**src/fspc_regs.vh**
```
// What this block does
// - CPU firmware rewrites flash via self-programming.
// - No self-programming while CPU runs on subsystem clock.
// - Self-programming forces internal high-speed oscillator on.
// - Stop instruction cannot halt oscillator while programming.
// - Pending interrupt request suspends erase, write, verify, blank, setinfo and eepwr.
// - Unmasked requests suspend even when interrupts disabled.
// - Re-entering mode resumes the suspended operation.
// - Writes count four-byte words; time linear in words.
// - Restart penalty only for function right after a start that found the oscillator stopped.
// - Stable bit 7 oscillator reg; source bit 1.
// - End function takes 34 CPU cycles, no interrupts.
`ifndef FSPC_REGS_VH
`define FSPC_REGS_VH

// Register byte addresses
`define FSPC_ADDR_CMD 8'h00
`define FSPC_ADDR_STATUS 8'h04
`define FSPC_ADDR_OSC 8'h08
`define FSPC_ADDR_MCLK 8'h0C
`define FSPC_ADDR_MASK 8'h10
`define FSPC_ADDR_IRQ 8'h14

// Field positions
`define FSPC_OSC_STOP_BIT 0
`define FSPC_OSC_STABLE_BIT 7
`define FSPC_CPU_SRC_BIT 1
`define FSPC_ST_BUSY 0
`define FSPC_ST_ACTIVE 1
`define FSPC_ST_SUSP 2
`define FSPC_ST_DONE 3
`define FSPC_ST_ERR 4

// Reset values and oscillator settling count
`define FSPC_MASK_RST 32'hFFFFFFFF
`define FSPC_OSC_SETTLE 4'hF

// Bus responses
`define FSPC_RESP_OKAY 2'h0
`define FSPC_RESP_SLVERR 2'h2

// Function codes in the command register
`define FSPC_F_START 4'h0
`define FSPC_F_END 4'h1
`define FSPC_F_INIT 4'h2
`define FSPC_F_ERASE 4'h3
`define FSPC_F_WRITE 4'h4
`define FSPC_F_VERIFY 4'h5
`define FSPC_F_BLANK 4'h6
`define FSPC_F_GI03 4'h7
`define FSPC_F_GI04 4'h8
`define FSPC_F_GI05 4'h9
`define FSPC_F_SETINFO 4'hA
`define FSPC_F_MODECHK 4'hB
`define FSPC_F_EEPWR 4'hC

// CPU clock rate in MHz (cycles per microsecond)
`define FSPC_CLK_MHZ 10
// Fixed CPU-cycle parts of each function
`define FSPC_CYC_START 34
`define FSPC_CYC_END 34
`define FSPC_CYC_INIT 55
`define FSPC_CYC_BLOCK 179
`define FSPC_CYC_WRITE 333
`define FSPC_CYC_GI03 180
`define FSPC_CYC_GI04 190
`define FSPC_CYC_GI05 350
`define FSPC_CYC_SETINFO 80
`define FSPC_CYC_MODECHK 36
// Time parts of each function in microseconds
`define FSPC_US_INIT 1140
`define FSPC_US_ERASE 353193
`define FSPC_US_WRITE 1154
`define FSPC_US_WORD 2142
`define FSPC_US_VERIFY 25596
`define FSPC_US_BLANK 12805
`define FSPC_US_GI03 1065
`define FSPC_US_GI04 1056
`define FSPC_US_GI05 1041
`define FSPC_US_SETINFO 753218
`define FSPC_US_MODECHK 952
`define FSPC_US_EEPWR 1297
`define FSPC_US_EEWORD 2286
`define FSPC_US_RESTART 772

`endif

```
**src/fspc_ctrl.v**
```verilog
// The placing of the registers and the AXI4-Lite register port were decided locally.
`timescale 1ns/100ps
`default_nettype none
`include "fspc_regs.vh"
// Flash self-programming sequencer with AXI4-Lite registers
module fspc_ctrl #(
   // Divides every microsecond part; above one only to shorten simulation
   parameter [31:0] P_TIME_DIV = 32'h00000001,
   // Microsecond parts turned into cycles
   parameter [31:0] P_INIT_CYC = `FSPC_US_INIT * `FSPC_CLK_MHZ / P_TIME_DIV,
   parameter [31:0] P_ERASE_CYC = `FSPC_US_ERASE * `FSPC_CLK_MHZ / P_TIME_DIV,
   parameter [31:0] P_WRITE_CYC = `FSPC_US_WRITE * `FSPC_CLK_MHZ / P_TIME_DIV,
   parameter [31:0] P_WORD_CYC = `FSPC_US_WORD * `FSPC_CLK_MHZ / P_TIME_DIV,
   parameter [31:0] P_VERIFY_CYC = `FSPC_US_VERIFY * `FSPC_CLK_MHZ / P_TIME_DIV,
   parameter [31:0] P_BLANK_CYC = `FSPC_US_BLANK * `FSPC_CLK_MHZ / P_TIME_DIV,
   parameter [31:0] P_GI03_CYC = `FSPC_US_GI03 * `FSPC_CLK_MHZ / P_TIME_DIV,
   parameter [31:0] P_GI04_CYC = `FSPC_US_GI04 * `FSPC_CLK_MHZ / P_TIME_DIV,
   parameter [31:0] P_GI05_CYC = `FSPC_US_GI05 * `FSPC_CLK_MHZ / P_TIME_DIV,
   parameter [31:0] P_SETINFO_CYC = `FSPC_US_SETINFO * `FSPC_CLK_MHZ / P_TIME_DIV,
   parameter [31:0] P_MODECHK_CYC = `FSPC_US_MODECHK * `FSPC_CLK_MHZ / P_TIME_DIV,
   parameter [31:0] P_EEPWR_CYC = `FSPC_US_EEPWR * `FSPC_CLK_MHZ / P_TIME_DIV,
   parameter [31:0] P_EEWORD_CYC = `FSPC_US_EEWORD * `FSPC_CLK_MHZ / P_TIME_DIV,
   parameter [31:0] P_RESTART_CYC = `FSPC_US_RESTART * `FSPC_CLK_MHZ / P_TIME_DIV
) (
   // Clock and reset
   input wire mclk,
   input wire rst_n,
   // AXI4-Lite write address and data
   input wire [7:0] awaddr,
   input wire awvalid,
   output wire awready,
   input wire [31:0] wdata,
   input wire [3:0] wstrb,
   input wire wvalid,
   output wire wready,
   // AXI4-Lite write response
   output reg [1:0] bresp,
   output reg bvalid,
   input wire bready,
   // AXI4-Lite read
   input wire [7:0] araddr,
   input wire arvalid,
   output wire arready,
   output reg [31:0] rdata,
   output reg [1:0] rresp,
   output reg rvalid,
   input wire rready,
   // Interrupt request flags, four bytes of flag registers
   input wire [31:0] irq_request_flags,
   // Pins and CPU state
   input wire flash_mode_pin,
   input wire cpu_on_subsys_clk,
   input wire stop_mode_req,
   // Oscillator and mode outputs
   output reg hs_osc_run,
   output reg self_prog_active,
   output reg self_prog_busy
);
   // One-hot sequencer states
   localparam [3:0] ST_IDLE = 4'h1;
   localparam [3:0] ST_START = 4'h2;
   localparam [3:0] ST_RUN = 4'h4;
   localparam [3:0] ST_END = 4'h8;

   // Bus-side holding registers
   reg aw_full_reg; // Write address taken
   reg w_full_reg; // Write data taken
   reg [7:0] aw_addr_reg;
   reg [31:0] w_data_reg;
   reg [3:0] w_strb_reg;

   // Software-visible state and the oscillator settling counter
   reg hs_osc_stop_bit; // Oscillator stop request
   reg hs_osc_stable_bit; // Oscillator settled
   reg [3:0] settle_reg; // Settling counter
   reg cpu_clock_source_bit; // CPU clock source select
   reg [31:0] irq_mask_flags; // Four mask bytes, 1 = masked
   reg done_reg; // Sticky completion flag
   reg err_reg; // Sticky refused-command flag

   // Sequencer state
   reg [3:0] state_reg;
   reg [3:0] func_reg; // Function running
   reg ack_en_reg; // Interrupts may suspend it
   reg susp_reg; // Operation suspended, waits for re-entry
   reg [3:0] susp_func_reg;
   reg [31:0] susp_left_reg; // Cycles left at suspension
   reg after_cold_start_reg; // Previous start found osc stopped
   reg osc_was_stopped_reg; // Oscillator state at start entry

   // Timer hookup
   reg tmr_load;
   reg [31:0] tmr_val;
   wire tmr_expire;
   wire [31:0] tmr_left;
   wire tmr_abort;

   // Command decode
   wire wr_fire;
   wire cmd_wr;
   wire [3:0] cmd_func;
   wire [7:0] cmd_words;
   wire irq_pending;
   wire wr_hit;
   wire rd_hit;
   reg [31:0] base_cyc;
   reg cmd_ack;

   // Write channels accept independently; response after both
   assign awready = !aw_full_reg;
   assign wready = !w_full_reg;
   assign arready = !rvalid;
   assign wr_fire = aw_full_reg && w_full_reg && !bvalid;
   assign wr_hit = (aw_addr_reg == `FSPC_ADDR_CMD) || (aw_addr_reg == `FSPC_ADDR_STATUS) ||
                   (aw_addr_reg == `FSPC_ADDR_OSC) || (aw_addr_reg == `FSPC_ADDR_MCLK) ||
                   (aw_addr_reg == `FSPC_ADDR_MASK) || (aw_addr_reg == `FSPC_ADDR_IRQ);
   assign rd_hit = (araddr == `FSPC_ADDR_CMD) || (araddr == `FSPC_ADDR_STATUS) ||
                   (araddr == `FSPC_ADDR_OSC) || (araddr == `FSPC_ADDR_MCLK) ||
                   (araddr == `FSPC_ADDR_MASK) || (araddr == `FSPC_ADDR_IRQ);
   // Command needs the low byte lane for the function code
   assign cmd_wr = wr_fire && (aw_addr_reg == `FSPC_ADDR_CMD) && w_strb_reg[0];
   assign cmd_func = w_data_reg[3:0];
   assign cmd_words = w_data_reg[15:8];

   // Masked requests do not count, even with interrupts disabled
   assign irq_pending = |(irq_request_flags & ~irq_mask_flags);
   // Suspension empties the timer; the count is saved instead
   assign tmr_abort = (state_reg == ST_RUN) && ack_en_reg && irq_pending;

   // Address and data capture
   always @(posedge mclk or negedge rst_n) begin
      if (!rst_n) begin
         aw_full_reg <= 1'b0;
         w_full_reg <= 1'b0;
         aw_addr_reg <= 8'h00;
         w_data_reg <= 32'h00000000;
         w_strb_reg <= 4'h0;
      end else begin
         if (awvalid && !aw_full_reg) begin
            aw_full_reg <= 1'b1;
            aw_addr_reg <= {awaddr[7:2], 2'b00};
         end else if (wr_fire) begin
            aw_full_reg <= 1'b0;
         end
         if (wvalid && !w_full_reg) begin
            w_full_reg <= 1'b1;
            w_data_reg <= wdata;
            w_strb_reg <= wstrb;
         end else if (wr_fire) begin
            w_full_reg <= 1'b0;
         end
      end
   end

   // Write response, unmapped addresses answer with an error
   always @(posedge mclk or negedge rst_n) begin
      if (!rst_n) begin
         bvalid <= 1'b0;
         bresp <= `FSPC_RESP_OKAY;
      end else if (wr_fire) begin
         bvalid <= 1'b1;
         bresp <= wr_hit ? `FSPC_RESP_OKAY : `FSPC_RESP_SLVERR;
      end else if (bready) begin
         bvalid <= 1'b0;
      end
   end

   // Register writes other than the command
   always @(posedge mclk or negedge rst_n) begin
      if (!rst_n) begin
         hs_osc_stop_bit <= 1'b0;
         cpu_clock_source_bit <= 1'b0;
         irq_mask_flags <= `FSPC_MASK_RST;
      end else if (wr_fire) begin
         if (aw_addr_reg == `FSPC_ADDR_OSC && w_strb_reg[0]) begin
            hs_osc_stop_bit <= w_data_reg[`FSPC_OSC_STOP_BIT];
         end
         if (aw_addr_reg == `FSPC_ADDR_MCLK && w_strb_reg[0]) begin
            cpu_clock_source_bit <= w_data_reg[`FSPC_CPU_SRC_BIT];
         end
         if (aw_addr_reg == `FSPC_ADDR_MASK) begin
            if (w_strb_reg[0]) irq_mask_flags[7:0] <= w_data_reg[7:0];
            if (w_strb_reg[1]) irq_mask_flags[15:8] <= w_data_reg[15:8];
            if (w_strb_reg[2]) irq_mask_flags[23:16] <= w_data_reg[23:16];
            if (w_strb_reg[3]) irq_mask_flags[31:24] <= w_data_reg[31:24];
         end
      end
   end

   // Read data, registered; reserved bits read zero
   always @(posedge mclk or negedge rst_n) begin
      if (!rst_n) begin
         rvalid <= 1'b0;
         rresp <= `FSPC_RESP_OKAY;
         rdata <= 32'h00000000;
      end else if (arvalid && !rvalid) begin
         rvalid <= 1'b1;
         rresp <= rd_hit ? `FSPC_RESP_OKAY : `FSPC_RESP_SLVERR;
         rdata <= 32'h00000000;
         case (araddr & 8'hFC)
            `FSPC_ADDR_CMD: rdata <= {28'h0000000, func_reg};
            `FSPC_ADDR_STATUS: rdata <= {27'h0000000, err_reg, done_reg, susp_reg,
                                        self_prog_active, self_prog_busy};
            `FSPC_ADDR_OSC: rdata <= {24'h000000, hs_osc_stable_bit, 6'h00, hs_osc_stop_bit};
            `FSPC_ADDR_MCLK: rdata <= {30'h00000000, cpu_clock_source_bit, 1'b0};
            `FSPC_ADDR_MASK: rdata <= irq_mask_flags;
            `FSPC_ADDR_IRQ: rdata <= irq_request_flags;
            default: rdata <= 32'h00000000;
         endcase
      end else if (rready) begin
         rvalid <= 1'b0;
      end
   end

   // Oscillator control; the stop bit and stop mode lose to programming
   always @(posedge mclk or negedge rst_n) begin
      if (!rst_n) begin
         hs_osc_run <= 1'b1;
         hs_osc_stable_bit <= 1'b0;
         settle_reg <= 4'h0;
      end else begin
         hs_osc_run <= self_prog_active || (!hs_osc_stop_bit && !stop_mode_req);
         // Stable only after the oscillator has run a settling time
         if (!hs_osc_run) begin
            settle_reg <= 4'h0;
            hs_osc_stable_bit <= 1'b0;
         end else if (settle_reg != `FSPC_OSC_SETTLE) begin
            settle_reg <= settle_reg + 4'h1;
         end else begin
            hs_osc_stable_bit <= 1'b1;
         end
      end
   end

   // Duration of a function with its fixed and time parts
   always @* begin
      base_cyc = 32'h00000000;
      cmd_ack = 1'b0;
      case (cmd_func)
         `FSPC_F_INIT: base_cyc = `FSPC_CYC_INIT + P_INIT_CYC;
         `FSPC_F_ERASE: begin
            base_cyc = `FSPC_CYC_BLOCK + P_ERASE_CYC;
            cmd_ack = 1'b1;
         end
         `FSPC_F_WRITE: begin
            // Word count is in four-byte units
            base_cyc = `FSPC_CYC_WRITE + P_WRITE_CYC + cmd_words * P_WORD_CYC;
            cmd_ack = 1'b1;
         end
         `FSPC_F_VERIFY: begin
            base_cyc = `FSPC_CYC_BLOCK + P_VERIFY_CYC;
            cmd_ack = 1'b1;
         end
         `FSPC_F_BLANK: begin
            base_cyc = `FSPC_CYC_BLOCK + P_BLANK_CYC;
            cmd_ack = 1'b1;
         end
         `FSPC_F_GI03: base_cyc = `FSPC_CYC_GI03 + P_GI03_CYC;
         `FSPC_F_GI04: base_cyc = `FSPC_CYC_GI04 + P_GI04_CYC;
         `FSPC_F_GI05: base_cyc = `FSPC_CYC_GI05 + P_GI05_CYC;
         `FSPC_F_SETINFO: begin
            base_cyc = `FSPC_CYC_SETINFO + P_SETINFO_CYC;
            cmd_ack = 1'b1;
         end
         `FSPC_F_MODECHK: base_cyc = `FSPC_CYC_MODECHK + P_MODECHK_CYC;
         `FSPC_F_EEPWR: begin
            base_cyc = `FSPC_CYC_WRITE + P_EEPWR_CYC + cmd_words * P_EEWORD_CYC;
            cmd_ack = 1'b1;
         end
         default: base_cyc = 32'h00000000;
      endcase
   end

   // Timer load requests from the sequencer
   always @* begin
      tmr_load = 1'b0;
      tmr_val = 32'h00000000;
      if (state_reg == ST_IDLE && cmd_wr) begin
         if (cmd_func == `FSPC_F_START) begin
            tmr_load = 1'b1;
            tmr_val = `FSPC_CYC_START;
         end else if (cmd_func == `FSPC_F_END) begin
            tmr_load = 1'b1;
            tmr_val = `FSPC_CYC_END;
         end else begin
            tmr_load = 1'b1;
            // Restart penalty only right after a cold start
            tmr_val = after_cold_start_reg ? base_cyc + P_RESTART_CYC : base_cyc;
         end
      end else if (state_reg == ST_START && tmr_expire && susp_reg) begin
         tmr_load = 1'b1;
         tmr_val = susp_left_reg;
      end
   end

   // Sequencer; a refused command raises the error flag and still loads func_reg
   always @(posedge mclk or negedge rst_n) begin
      if (!rst_n) begin
         state_reg <= ST_IDLE;
         func_reg <= `FSPC_F_START;
         ack_en_reg <= 1'b0;
         susp_reg <= 1'b0;
         susp_func_reg <= `FSPC_F_START;
         susp_left_reg <= 32'h00000000;
         after_cold_start_reg <= 1'b0;
         osc_was_stopped_reg <= 1'b0;
         self_prog_active <= 1'b0;
         self_prog_busy <= 1'b0;
         done_reg <= 1'b0;
         err_reg <= 1'b0;
      end else begin
         // Software clears flags by writing ones; a set in the same cycle wins
         if (wr_fire && aw_addr_reg == `FSPC_ADDR_STATUS && w_strb_reg[0]) begin
            if (w_data_reg[`FSPC_ST_DONE]) done_reg <= 1'b0;
            if (w_data_reg[`FSPC_ST_ERR]) err_reg <= 1'b0;
         end
         case (state_reg)
            ST_IDLE: begin
               if (cmd_wr) begin
                  func_reg <= cmd_func;
                  if (cmd_func == `FSPC_F_START) begin
                     // Refused on subsystem clock or without the mode pin
                     if (cpu_on_subsys_clk || !flash_mode_pin) begin
                        err_reg <= 1'b1;
                     end else begin
                        state_reg <= ST_START;
                        self_prog_active <= 1'b1;
                        self_prog_busy <= 1'b1;
                        osc_was_stopped_reg <= !hs_osc_stable_bit;
                     end
                  end else if (!self_prog_active) begin
                     err_reg <= 1'b1;
                  end else if (cmd_func == `FSPC_F_END) begin
                     state_reg <= ST_END;
                     self_prog_busy <= 1'b1;
                     ack_en_reg <= 1'b0;
                  end else if (cmd_func > `FSPC_F_EEPWR) begin
                     err_reg <= 1'b1;
                  end else begin
                     state_reg <= ST_RUN;
                     self_prog_busy <= 1'b1;
                     ack_en_reg <= cmd_ack;
                     after_cold_start_reg <= 1'b0;
                  end
               end
            end
            ST_START: begin
               // Start is short and never suspended
               if (tmr_expire) begin
                  if (susp_reg) begin
                     state_reg <= ST_RUN;
                     func_reg <= susp_func_reg;
                     ack_en_reg <= 1'b1;
                     susp_reg <= 1'b0;
                     after_cold_start_reg <= 1'b0;
                  end else begin
                     state_reg <= ST_IDLE;
                     self_prog_busy <= 1'b0;
                     done_reg <= 1'b1;
                     after_cold_start_reg <= osc_was_stopped_reg;
                  end
               end
            end
            ST_RUN: begin
               if (tmr_abort) begin
                  // Leave the mode and keep the rest for re-entry
                  state_reg <= ST_IDLE;
                  self_prog_active <= 1'b0;
                  self_prog_busy <= 1'b0;
                  susp_reg <= 1'b1;
                  susp_func_reg <= func_reg;
                  susp_left_reg <= tmr_left;
               end else if (tmr_expire) begin
                  state_reg <= ST_IDLE;
                  self_prog_busy <= 1'b0;
                  done_reg <= 1'b1;
               end
            end
            ST_END: begin
               // Fixed length, interrupts never looked at
               if (tmr_expire) begin
                  state_reg <= ST_IDLE;
                  self_prog_active <= 1'b0;
                  self_prog_busy <= 1'b0;
                  done_reg <= 1'b1;
               end
            end
            default: begin
               state_reg <= ST_IDLE;
               self_prog_busy <= 1'b0;
            end
         endcase
      end
   end

   // Function pacing counter
   fspc_timer u_timer (
      .mclk(mclk),
      .rst_n(rst_n),
      .load(tmr_load),
      .load_val(tmr_val),
      .abort(tmr_abort),
      .expire(tmr_expire),
      .remaining(tmr_left)
   );
endmodule
`default_nettype wire

```
**src/fspc_timer.v**
```verilog
`timescale 1ns/100ps
`default_nettype none
// Down counter pacing one library function
module fspc_timer (
   // Clock and reset
   input wire mclk,
   input wire rst_n,
   // Control
   input wire load,
   input wire [31:0] load_val,
   input wire abort,
   // Status
   output wire expire,
   output wire [31:0] remaining
);
   reg [31:0] cnt_reg; // Cycles left, zero when idle

   // Expire on the last counted cycle, even when a resume reloads on it
   assign expire = (cnt_reg == 32'h00000001) && !abort;
   assign remaining = cnt_reg;

   // Load wins over counting; abort freezes nothing, it empties
   always @(posedge mclk or negedge rst_n) begin
      if (!rst_n) begin
         cnt_reg <= 32'h00000000;
      end else if (load) begin
         cnt_reg <= load_val;
      end else if (abort) begin
         cnt_reg <= 32'h00000000;
      end else if (cnt_reg != 32'h00000000) begin
         cnt_reg <= cnt_reg - 32'h00000001;
      end
   end
endmodule
`default_nettype wire

```
**config.mk**
```make
export PLATFORM = sky130hd
export DESIGN_NAME = fspc_ctrl
export DESIGN_NICKNAME = d
export VERILOG_FILES = /design/src/fspc_ctrl.v /design/src/fspc_timer.v
export VERILOG_INCLUDE_DIRS = /design/src
export SDC_FILE = /design/constraint.sdc
export NUM_CORES = 1
export LEC_CHECK = 0
export ABC_AREA = 1
export CORE_MARGIN = 2
export CORE_UTILIZATION = 30
export CTS_CLUSTER_SIZE = 24
export DETAILED_ROUTE_END_ITERATION = 10
export DONT_BUFFER_PORTS = 1
export GPL_TIMING_DRIVEN = 0
export PLACE_DENSITY = 0.44
export SYNTH_ARGS = -nofsm -noshare
export SYNTH_HDL_FRONTEND = slang
export SYNTH_HIERARCHICAL = 1
export SYNTH_SLANG_ARGS = --single-unit
```
**constraint.sdc**
```tcl
create_clock -name mclk -period 8.62 [get_ports mclk]
set_input_delay 0.862 -clock mclk [delete_from_list [all_inputs] [get_ports mclk]]
set_output_delay 0.862 -clock mclk [all_outputs]
set_load 0.1 [all_outputs]
```
==> impl_metrics.py <==
metrics = {
    "outcome": {
        "outcome": "completed",
    },
    "global_routing": {
        "grt_pass1_vias": 15060,
        "grt_overflow": 0,
        "antenna_found_initial": 3,
        "track_usage": 0.1854,
        "grt_pass1_wl_um": 84250,
        "grt_max_degree": 193,
    },
    "floorplan": {
        "fp.dieArea_um2": 57050,
        "coreArea_um2": 54770,
        "ioPinCount": 138,
        "die_h_um": 238.9,
        "fp-row-count": 86,
        "start_util": 0.3021,
        "die_w_um": 238.9,
    },
    "detailed_routing": {
        "drtIter0Drc": 965,
        "routed_wl_um": 52100,
        "wl_per_cell_um": 16.68,
        "ant_nets": 0,
        "via_per_inst": 4.819,
        "drc_errors": 0,
        "first_pass_iters": 5,
        "route.vias.total": 15050,
    },
    "setup_path": {
        "criticalPathCategory": "reg2reg",
        "path_delay_family": "simple AND/OR/NAND/NOR gates",
        "cp.buffers_inverters": 9,
        "slowest_stage": "nor3_1",
        "critPathMostFrequentCell": "nand2_1",
        "end_kind": "flip-flop",
        "worstPathArrival_ps": 6580,
        "max_stage_delay_ps": 750,
        "crit_required_ps": 9100,
        "startpoint_type": "flip-flop",
        "crit_path_max_fanout": 10,
    },
    "min_path": {
        "hold_path_class": "in2async",
    },
    "logic_synthesis": {
        "yosysMostFrequentCell": "nand2_1",
        "ys_async_sr_fraction": 1.000,
        "yosys_warnings": 6,
        "synth_area_leaders": "dfrtp_1 26%, nand2_1 14%, inv_1 8.9%",
        "synth_edf_count": 0,
        "synth-seq-cells": 204,
        "synth_area_leader_cell": "dfrtp_1",
        "syn_avg_cell_area_um2": 6.976,
        "netlist_instances": 2372,
        "synth_top_flop_cell": "dfrtp_1",
        "netlist_area_um2": 16550,
        "yosysTopAreaCellShare": 0.2571,
        "synth_commonest_cells": "631 x nand2_1, 392 x inv_1, 237 x nor2_1, 170 x dfrtp_1, 168 x o21ai_0",
        "synthDistinctLibCells": 60,
        "seq_area_frac_synth": 0.3111,
    },
    "placed_design": {
        "io_buffers": 0,
        "dp_hpwl_um": 41970,
        "gp_congestion": 0.8722,
        "dp_cells": 3077,
    },
    "layout": {
        "multi_input_area_um2": 9612,
        "sequential_cell_area_um2": 5147,
        "fill_cells": 5933,
        "nets": 2642,
        "areaGrowthSynthToFinish_pct": 10.03,
        "drive_gt1_frac": 0.08813,
        "fin_cells": 3124,
    },
    "timing": {
        "fin_skew_ps": 18.15,
        "worstMarginPinSlew_ps": 981.0,
        "max_freq_ghz": 0.1639,
        "fin_tns_setup_ps": 0,
        "fin_crit_ps": 6102,
        "finalHoldViolations": 0,
        "setup_viol": 0,
        "post-route-period-util": 0.7079,
        "drv_slew": 0,
        "maxSlewHeadroom": 0.3460,
        "rsz0062_at_grt": "no",
    },
    "clock_tree": {
        "clockRootBuffer": "clkbuf_16",
        "cts_tree": "done",
        "htree_levels": 1,
        "ctsResizeCount": 0,
        "cts.sink_count": 204,
        "cts_buffers": 24,
        "clkTransAtPathRegs_ps": 60,
        "clk_path_buf_depth": 3,
        "insertion_delay_ps": 550,
    },
    "run": {
        "drv_cap": 0,
    },
}
-- kinds of logic (layout without fill, tap and decap cells) --
group | Yosys count | count (layout) | synth area share
AND/OR/NAND/NOR | 1172 | 1172 | 0.3105
buffers and inverters | 458 | 502 | 0.1083
AO/OA/AOI/OAI | 365 | 365 | 0.1265
flip-flops | 204 | 204 | 0.3111
adder cells (fa/ha/maj) | 148 | 148 | 0.1291
XOR/XNOR | 13 | 13 | 0.006881
multiplexers | 11 | 11 | 0.007410
other | 1 | 5 | 0.0002266
-- layer usage --
layer | GRT usage | up-vias | part of all wire
li1 | - | 7637 | -
met1 | 0.2640 | 7066 | 0.49
met2 | 0.3051 | 288 | 0.45
met3 | 0.01651 | 61 | 0.041
met4 | 0.03996 | 2 | 0.018
met5 | 0 | - | 0.00025
-- placed cells by master, fill, tap and decap left out, types with 22 or more instances in the layout --
master     netlist  layout
clkbuf_1        35      44
nand2_1        631     631
dfstp_2         34      34
nand4_1         29      29
fa_1            38      38
o21ai_0        168     168
nand2_2         24      24
nor2_1         237     237
nand3_1        158     158
inv_1          392     392
dfrtp_1        170     170
nor2_2          22      22
clkbuf_16        0      24
a21oi_1         92      92
ha_1           110     110
-- worst paths after layout --
| path | from | to | slack, ps | cells after the start |
|---|---|---|---|---|
| worst max-delay path | irq_mask_flags[1] | u_timer/remaining[16] | 2520 | 25 |
| worst min-delay path | rst_n | w_data_reg[11] | 60 | 0 |
| worst max register to register | irq_mask_flags[1] | u_timer/remaining[16] | 2520 | 25 |
| worst min register to register | susp_left_reg[20] | susp_left_reg[20] | 490 | 2 |
| max in group asynchronous | rst_n | rdata[14] | 7380 | 1 |
| min in group mclk | stop_mode_req | hs_osc_run | 400 | 1 |
-- stage by stage --
stage / setup slack [ps] / util / instance area [µm²] / hold WS, ps
after floorplan: 3939 / - / 16550 / 425.1
after global placement: 2194 / 0.3183 / 17430 / 467.1
after detailed placement: 2195 / 0.3183 / 17430 / 470.1
after CTS: 2487 / 0.3323 / 18200 / 4.979
after global routing: 2079 / 0.3323 / 18200 / 6.127
final: 2518 / 0.3324 / 18210 / 55.43
-- layout make-up --
class	count	area share
Buffer	50	0.01374
Inverter	408	0.08466
Antenna cell	3	0.0004123
Multi-Input combinational cell	1711	0.5279
Clock buffer	34	0.03560
Clock inverter	9	0.006047
Timing Repair Buffer	1	0.0005498
Tap cell	704	0.04838
Sequential cell	204	0.2827
-- timing repair --
item / CTS / global route
setup buffers: 0 / 0
hold endpoints to repair: 13 / 0
hold buffers: 1 / 0
Power is not shown: default switching activity piles up to over one toggle a cycle in this logic, so the estimate is an artifact.
